[src/rtl/uis_pkg.sv]
// package of the usb interrupt status block: offsets, bit positions, reset values, timing.
// assumes a 25 MHz core clock; shared by the top module and the event detector.
package uis_pkg;
  localparam int unsigned  CLK_PERIOD_NS      = 40;
  localparam logic [7:0]   INTERRUPT_STATUS_OFFSET = 8'h18;
  localparam int unsigned  STATUS_WIDTH       = 32;
  localparam int unsigned  NUM_ENDPOINTS      = 8;
  localparam int unsigned  BIT_BUS_RESET      = 0;
  localparam int unsigned  BIT_FRAME_START    = 1;
  localparam int unsigned  BIT_PSEUDO_TICK    = 2;
  localparam int unsigned  BIT_SUSPEND        = 3;
  localparam int unsigned  BIT_RESUME         = 4;
  localparam int unsigned  BIT_HIGH_SPEED     = 5;
  localparam int unsigned  BIT_DMA            = 6;
  localparam int unsigned  BIT_BUS_POWER      = 7;
  localparam int unsigned  BIT_CONTROL_SETUP  = 8;
  localparam int unsigned  BIT_ENDPOINT_BASE  = 10;
  localparam logic [31:0]  STATUS_RESET       = 32'h0000_0000;
  localparam logic [31:0]  STATUS_BUS_RESET   = 32'h0000_0001;
  localparam logic [31:0]  IMPLEMENTED_MASK   = 32'h03FF_FDFF;
  localparam int unsigned  FS_TICK_NS         = 1000000;
  localparam int unsigned  HS_TICK_NS         = 125000;
  localparam int unsigned  SE0_HOLD_NS        = 2000000;
  localparam int unsigned  FS_TICK_CYCLES     = FS_TICK_NS / CLK_PERIOD_NS;
  localparam int unsigned  HS_TICK_CYCLES     = HS_TICK_NS / CLK_PERIOD_NS;
  localparam int unsigned  SE0_HOLD_CYCLES    = (SE0_HOLD_NS + CLK_PERIOD_NS - 1) / CLK_PERIOD_NS;
endpackage

[src/rtl/uis_event_if.sv]
// interface carrying one-cycle event pulses from the detector to the status register.
// assumes both ends run on the same clock.
`timescale 1ns/10ps
interface uis_event_if;
  logic [31:0] set_pulse;
  modport source (output set_pulse);
  modport sink   (input  set_pulse);
endinterface

[src/rtl/uis_top.sv]
// interrupt status register of the usb peripheral, with enable gating and write-one-clear.
// assumes a synchronous register port on clk_in; pin-level status inputs are synchronised here.
`timescale 1ns/10ps
module uis_top
  import uis_pkg::*;
#(
  parameter int unsigned FS_TICK  = uis_pkg::FS_TICK_CYCLES,
  parameter int unsigned HS_TICK  = uis_pkg::HS_TICK_CYCLES,
  parameter int unsigned SE0_HOLD = uis_pkg::SE0_HOLD_CYCLES
)
(
  input  wire logic          clk_in,
  input  wire logic          rst_n_in,
  input  wire logic [7:0]    reg_addr_in,
  input  wire logic          reg_write_in,
  input  wire logic          reg_read_in,
  input  wire logic [31:0]   reg_wdata_in,
  output logic      [31:0]   reg_rdata_out,
  input  wire logic [31:0]   interrupt_enable_in,
  input  wire logic          bus_power_in,
  input  wire logic          suspended_in,
  input  wire logic          high_speed_in,
  input  wire logic          se0_in,
  input  wire logic          otg_enable_in,
  input  wire logic          dma_reason_change_in,
  input  wire logic          frame_start_in,
  input  wire logic          bus_reset_in,
  input  wire logic [15:0]   endpoint_event_in,
  input  wire logic          control_setup_in,
  output logic               interrupt_out
);
  import uis_pkg::*;

  // two-stage synchronisers for pin-level inputs
  logic [3:0] sync1, sync2;
  always_ff @(posedge clk_in or negedge rst_n_in)
  begin
    if (!rst_n_in)
    begin
      sync1 <= 4'h0;
      sync2 <= 4'h0;
    end
    else
    begin
      sync1 <= {bus_power_in, suspended_in, high_speed_in, se0_in};
      sync2 <= sync1;
    end
  end

  uis_event_if ev ();

  uis_event_detect #(
    .FS_TICK  (FS_TICK),
    .HS_TICK  (HS_TICK),
    .SE0_HOLD (SE0_HOLD)
  ) u_detect (
    .clk_in               (clk_in),
    .rst_n_in             (rst_n_in),
    .bus_power_in         (sync2[3]),
    .suspended_in         (sync2[2]),
    .high_speed_in        (sync2[1]),
    .dma_reason_change_in (dma_reason_change_in),
    .frame_start_in       (frame_start_in),
    .bus_reset_in         (bus_reset_in),
    .otg_enable_in        (otg_enable_in),
    .se0_in               (sync2[0]),
    .endpoint_event_in    (endpoint_event_in),
    .control_setup_in     (control_setup_in),
    .ev                   (ev)
  );

  function automatic logic hits_status(input logic [7:0] addr);
    hits_status = (addr == INTERRUPT_STATUS_OFFSET);
  endfunction

  logic [31:0] status, next_status;
  logic [31:0] clear_mask;
  logic [31:0] rdata, next_rdata;
  logic        irq, next_irq;

  always_comb
  begin
    clear_mask = (reg_write_in && hits_status(reg_addr_in)) ? reg_wdata_in : 32'h0000_0000;
    // set wins over a same-cycle clear
    next_status = ((status & ~clear_mask) | ev.set_pulse) & IMPLEMENTED_MASK;
    // bus_reset_in drops every other flag and leaves bus reset set, even in otg mode; the otg se0 reset only sets the flag
    if (bus_reset_in)
      next_status = STATUS_BUS_RESET | (ev.set_pulse & STATUS_BUS_RESET);
    next_irq   = |(next_status & interrupt_enable_in);
    next_rdata = reg_rdata_out;
    if (reg_read_in)
      next_rdata = hits_status(reg_addr_in) ? (status & IMPLEMENTED_MASK) : 32'h0000_0000;
  end

  always_ff @(posedge clk_in or negedge rst_n_in)
  begin
    if (!rst_n_in)
    begin
      status <= STATUS_RESET;
      irq    <= 1'b0;
      rdata  <= 32'h0000_0000;
    end
    else
    begin
      status <= next_status;
      irq    <= next_irq;
      rdata  <= next_rdata;
    end
  end

  assign reg_rdata_out = rdata;
  assign interrupt_out = irq;
endmodule

[src/rtl/uis_event_detect.sv]
// event detector: edges of bus states, pseudo frame tick, gated bus reset.
// assumes all inputs already synchronised to clk_in.
`timescale 1ns/10ps
module uis_event_detect
  import uis_pkg::*;
#(
  parameter int unsigned FS_TICK  = FS_TICK_CYCLES,
  parameter int unsigned HS_TICK  = HS_TICK_CYCLES,
  parameter int unsigned SE0_HOLD = SE0_HOLD_CYCLES
)
(
  input  wire logic          clk_in,
  input  wire logic          rst_n_in,
  input  wire logic          bus_power_in,
  input  wire logic          suspended_in,
  input  wire logic          high_speed_in,
  input  wire logic          dma_reason_change_in,
  input  wire logic          frame_start_in,
  input  wire logic          bus_reset_in,
  input  wire logic          otg_enable_in,
  input  wire logic          se0_in,
  input  wire logic [15:0]   endpoint_event_in,
  input  wire logic          control_setup_in,
  uis_event_if.source        ev
);
  initial
  begin
    if (FS_TICK < 2 || HS_TICK < 2 || SE0_HOLD < 2 ||
        FS_TICK >= (1 << 24) || HS_TICK >= (1 << 24) || SE0_HOLD >= (1 << 24))
      $error("uis_event_detect: counts out of range");
  end

  logic        power_q, suspend_flag_q, hs_q;
  logic        next_power_q, next_suspend_flag_q, next_hs_q;
  logic [23:0] tick_cnt, next_tick_cnt;
  logic [23:0] se0_cnt, next_se0_cnt;
  logic        tick, se0_done, bus_reset_ev;

  always_comb
  begin
    next_power_q = bus_power_in;
    next_suspend_flag_q  = suspended_in;
    next_hs_q    = high_speed_in;
    tick         = 1'b0;
    // free-running pseudo frame tick, period by current speed
    if (tick_cnt >= 24'((high_speed_in ? HS_TICK : FS_TICK) - 1))
    begin
      next_tick_cnt = 24'h00_0000;
      tick          = 1'b1;
    end
    else
      next_tick_cnt = tick_cnt + 24'h00_0001;
    // se0 persistence for otg mode; one event per continuous se0
    se0_done = 1'b0;
    if (!se0_in)
      next_se0_cnt = 24'h00_0000;
    else if (se0_cnt == 24'(SE0_HOLD - 1))
    begin
      next_se0_cnt = se0_cnt + 24'h00_0001;
      se0_done     = 1'b1;
    end
    else if (se0_cnt >= 24'(SE0_HOLD))
      next_se0_cnt = se0_cnt;
    else
      next_se0_cnt = se0_cnt + 24'h00_0001;
    bus_reset_ev = otg_enable_in ? se0_done : bus_reset_in;
  end

  always_ff @(posedge clk_in or negedge rst_n_in)
  begin
    if (!rst_n_in)
    begin
      power_q  <= 1'b0;
      suspend_flag_q   <= 1'b0;
      hs_q     <= 1'b0;
      tick_cnt <= 24'h00_0000;
      se0_cnt  <= 24'h00_0000;
    end
    else
    begin
      power_q  <= next_power_q;
      suspend_flag_q   <= next_suspend_flag_q;
      hs_q     <= next_hs_q;
      tick_cnt <= next_tick_cnt;
      se0_cnt  <= next_se0_cnt;
    end
  end

  always_comb
  begin
    ev.set_pulse = 32'h0000_0000;
    ev.set_pulse[BIT_ENDPOINT_BASE +: 16] = endpoint_event_in;
    ev.set_pulse[BIT_CONTROL_SETUP] = control_setup_in;
    ev.set_pulse[BIT_BUS_POWER]     = bus_power_in & ~power_q;
    ev.set_pulse[BIT_DMA]           = dma_reason_change_in;
    ev.set_pulse[BIT_HIGH_SPEED]    = high_speed_in & ~hs_q & ~suspended_in;
    ev.set_pulse[BIT_RESUME]        = suspend_flag_q & ~suspended_in;
    ev.set_pulse[BIT_SUSPEND]       = suspended_in & ~suspend_flag_q;
    ev.set_pulse[BIT_PSEUDO_TICK]   = tick;
    ev.set_pulse[BIT_FRAME_START]   = frame_start_in;
    ev.set_pulse[BIT_BUS_RESET]     = bus_reset_ev;
  end
endmodule

[config.mk]
export PLATFORM = sky130hd
export DESIGN_NAME = uis_top
export DESIGN_NICKNAME = d
export VERILOG_FILES = /design/src/rtl/uis_pkg.sv /design/src/rtl/uis_event_if.sv /design/src/rtl/uis_top.sv /design/src/rtl/uis_event_detect.sv
export SDC_FILE = /design/constraint.sdc
export NUM_CORES = 1
export LEC_CHECK = 0
export BUFFER_PORTS_ARGS = -buffer_cell sky130_fd_sc_hd__buf_4
export CAP_MARGIN = 0
export CORE_AREA = 5 5 122 89
export CTS_BUF_LIST = sky130_fd_sc_hd__clkbuf_8
export DETAILED_ROUTE_END_ITERATION = 12
export DIE_AREA = 0 0 127 94
export GPL_TIMING_DRIVEN = 0
export PLACE_DENSITY = 0.81
export REMOVE_ABC_BUFFERS = 1
export SYNTH_ARGS = -nofsm -noshare
export SYNTH_HDL_FRONTEND = slang
export SYNTH_SLANG_ARGS = --single-unit
[constraint.sdc]
create_clock -name clk_in -period 2.61 [get_ports clk_in]
set_input_delay 0.3915 -clock clk_in [delete_from_list [all_inputs] [get_ports clk_in]]
set_output_delay 0.3915 -clock clk_in [all_outputs]
set_load 0.005 [all_outputs]
==> results.md <==
- The run finished with clean final reports.
- The first-pass GRT wire length is 19800 um.
- By area the synthesized netlist is led by dfrtp_1 54%, nor2_1 4.6%, a22o_1 4.3%, xor2_1 3.1%, ha_1 2.9%.
- The sequential share of power is 0.577.
- The sum of overflow across all layers after global routing is 0.
- The slowest stage of the critical path belongs to the cell nor2_2.
- Setup violations remaining at the end of the flow were counted as 0.
- The total track usage is 0.210.
- The static leakage power is 2.97 nW.
- For this run, the top clock speed supported by timing is 405 MHz.
- Traced cell by cell, the critical path runs through buf_4, nor4b_4, nand2_4, nor2_2, a22o_1.
- The count of buffer and inverter cells on the critical path is 1.
- The most used flip-flop cell after synthesis is dfrtp_1.
- Of the total power, the clock network draws 0.327.
- Final hold analysis gives a worst-case slack of between 0.1 and 0.15 ns.
- The share of async-settable or async-resettable flops after synthesis is 1.00.
- The share of the core filled with cells in the final layout is 0.657.
- Entering global routing, the biggest net connects about 110 pins.
- The remaining number of nets flagged by the antenna check after routing is 0.
- The area added between synthesis and finish is 22.7%.
- The remaining design rule violation count is 0.
- The share of the yosys chip area belonging to registers is 0.539.
- The TritonCTS sink count is 110.
- The mean number of vias per cell is around 5.7.
- The floorplan has 30 rows.
- The post-detailed-placement half-perimeter wirelength is 9050 um.
- The relative contribution of combinational cells to total power is 0.096.
- Power spread over the standard cell area amounts to ~490 nW/um^2.
- The worst setup path is launched from an input pin.
- The floorplan step defined a die boundary enclosing 11900 sq um.
- The share of final-layout standard cells stronger than drive strength 1 is 0.250.
- The data arrival at the endpoint of the critical path is 2.78 ns.
- The CTS tree is yes.
- In this run the worst path has a maximum fanout of 25.
- Of the total power, the share spent switching nets is 0.237.
- The number of ports placed on the die boundary is around 130.
- The largest stage delay on the critical path is 0.98 ns.
- The worst setup path is captured at a register.
- The CTS H-tree depth is 3.
- Clock-pin slew was measured on the worst setup and hold paths at 0.09 ns.
- After layout, the minimum clock period comes to ~2.5 ns.
- The number of detailed-route iterations in the first pass is 4.
- The maximum buffer depth of the clock tree is 2.
- The number of antenna diodes in the final layout is 0.
- After routing, the total negative slack on setup checks comes to 0 ns.
- The number of pins exceeding their max-slew limit in the final report is 0.
- The synthesized design spends more area on one cell type than any other, namely dfrtp_1.
- The slack of the critical path is around 0.14 ns.
- Routability-driven placement finished with a final weighted congestion of 0.859.
- The share of the synthesized area in the top cell type is 0.539.
- Across the VDD grid, the largest voltage drop is 308 uV.
- The setup path with the least slack is of type in -> reg.
- Leaving out fill and tap cells, the most frequent cell in the layout is buf_4.
- The post-synthesis area per instance is 11.0 sq um.
- For flop-to-flop paths, the worst setup slack is 0.23 ns.
- In this run the standard cell core region covers roughly 9500 sq um.
- Cell internal power was estimated by the tool at ~2.4 mW.
- Once the clock tree was built, the resizer swapped 0 gates to a different size.
- The number of hold violations in the final report came to 0.
- The post-route clock skew is 0.0109 ns.
- The slew at the pin with the worst max-slew slack is 1.21 ns.
- The distinct cell type count after synthesis is 62.
- The register bit total from synthesis is 110.
- The tool flagged a number of max-cap violations equal to 0.
- The detail-routed net length per standard cell is 17.6 um.
- The summed instance area of the synthesized netlist is 5100 sq um.
- Wires add up to 12500 um.
- The Yosys step of the flow raised 0 warnings.
- The post-synthesis cell count is around 460.
- Across all layers, the routed design uses 4058 vias.
- The starting density of the core is 0.535.
- The data required time of the critical path is just under 3 ns.
- The post-placement worst setup slack is -0.220 ns.
- The min-delay analysis places its worst path in the category in -> reg.
- Buffers placed on the I/O ports in this run total about 110.
- The clock buffer count from CTS is 9.
- The number of global-route vias before repair is 3954.
- Yosys mapped a number of flops with a built-in enable equal to 0.
- The vertical extent of the die is 94 um.
- The post-route fraction of the period consumed by the critical path is 0.946.
- The number of antenna violations at the first check in global routing is 0.
- The critical path's top delay family is simple AND/OR/NAND/NOR gates.
- The later pin in the worst-skew pair is clocked with a latency of 0.38 ns.
- The library cells used most frequently in the layout, excluding fill and tap cells, are 114 x buf_4, 110 x dfrtp_1, 63 x nor2_1.
- The cell chosen for the clock root is clkbuf_8.
- The reported net switching power is 0.729 mW.
- The number of DRC violations after detailed-routing iteration 0 is 332.
- After the last flow step, the layout net total stands at 692.
- The worst max-slew margin expressed relative to the limit is 0.190.
- The die outline width is 127 um.
power groups by stage:
stage                     Sequential, mW  Combinational, mW  Clock (mW)
after global routing                1.78              0.328        1.09
after CTS                           1.78              0.288        1.03
final                               1.78              0.296        1.01
after global placement              1.81              0.276           0
after floorplan                     1.80              0.106           0
after detailed placement            1.81              0.286           0
what timing repair did:
action | in CTS | in global routing
hold buffers | 0 | 1
endpoints found under the setup margin | 0 | 23
setup buffers | 0 | 3
hold endpoints to repair | 0 | 6
path summary, 6_finish.rpt:
path / to / cells after the start / startpoint
worst max-delay path: reg_rdata_out[17] / 5 / reg_addr_in[5]
worst min-delay path: sync1[0] / 1 / se0_in
worst max register to register: interrupt_out / 8 / sync2[1]
worst min register to register: sync2[2] / 0 / sync1[2]
max in group asynchronous: reg_rdata_out[7] / 3 / rst_n_in
min in group asynchronous: u_detect.se0_cnt[13] / 2 / rst_n_in
per-stage QoR:
step | power [mW] | instances | cell area [sq um]
global placement | 2.08 | 691 | 6010
CTS | 3.09 | 706 | 6200
finish | 3.08 | 711 | 6260
floorplan | 1.91 | 451 | 5010
global route | 3.20 | 711 | 6260
detailed placement | 2.10 | 691 | 6010
cells by family (layout without fill, tap and decap cells):
family	after synthesis	after routing	share of synthesized area
other	1	15	0.000735
XOR/XNOR	26	26	0.0446
adder cells (fa/ha/maj)	12	12	0.0294
AO/OA/AOI/OAI	103	103	0.163
buffers and inverters	47	154	0.0449
AND/OR/NAND/NOR	163	163	0.178
flip-flops	110	110	0.539
final cells by class:
class / count / area, sq um
fill: 722 / 3270
sequential: 110 / 2750
multi-input combinational: 319 / 2170
timing repair buffer: 117 / 905
tap: 128 / 160
clock buffer: 10 / 138
inverter: 22 / 82.6
clock inverter: 5 / 51.3
cells in the mapped netlist (8+ instances only):
master	number
xor2_1	18
a21oi_1	10
nor2_1	63
ha_1	12
inv_1	21
dfrtp_1	110
o31a_1	9
clkbuf_1	11
o21ai_0	9
xnor2_1	8
nand3_1	10
nand2_1	23
a22o_1	25
nand4_1	11
and2_1	9
layer usage:
metal	up-vias	GRT usage	routed length, um
met5	-	0	0
met4	0	0.0652	226
met3	23	0.0540	716
met2	138	0.336	6190
met1	2012	0.284	5400
li1	1885	-	-
flip-flops by register name (all words and copies together) (netlist names):
name	cells
reg_rdata_out	25
sync1	4
u_detect.power_q	1
u_detect.tick_cnt	24
sync2	4
u_detect.hs_q	1
interrupt_out	1
status	25
u_detect.se0_cnt	24
u_detect.suspend_flag_q	1
(Power assumes the default switching activity.)
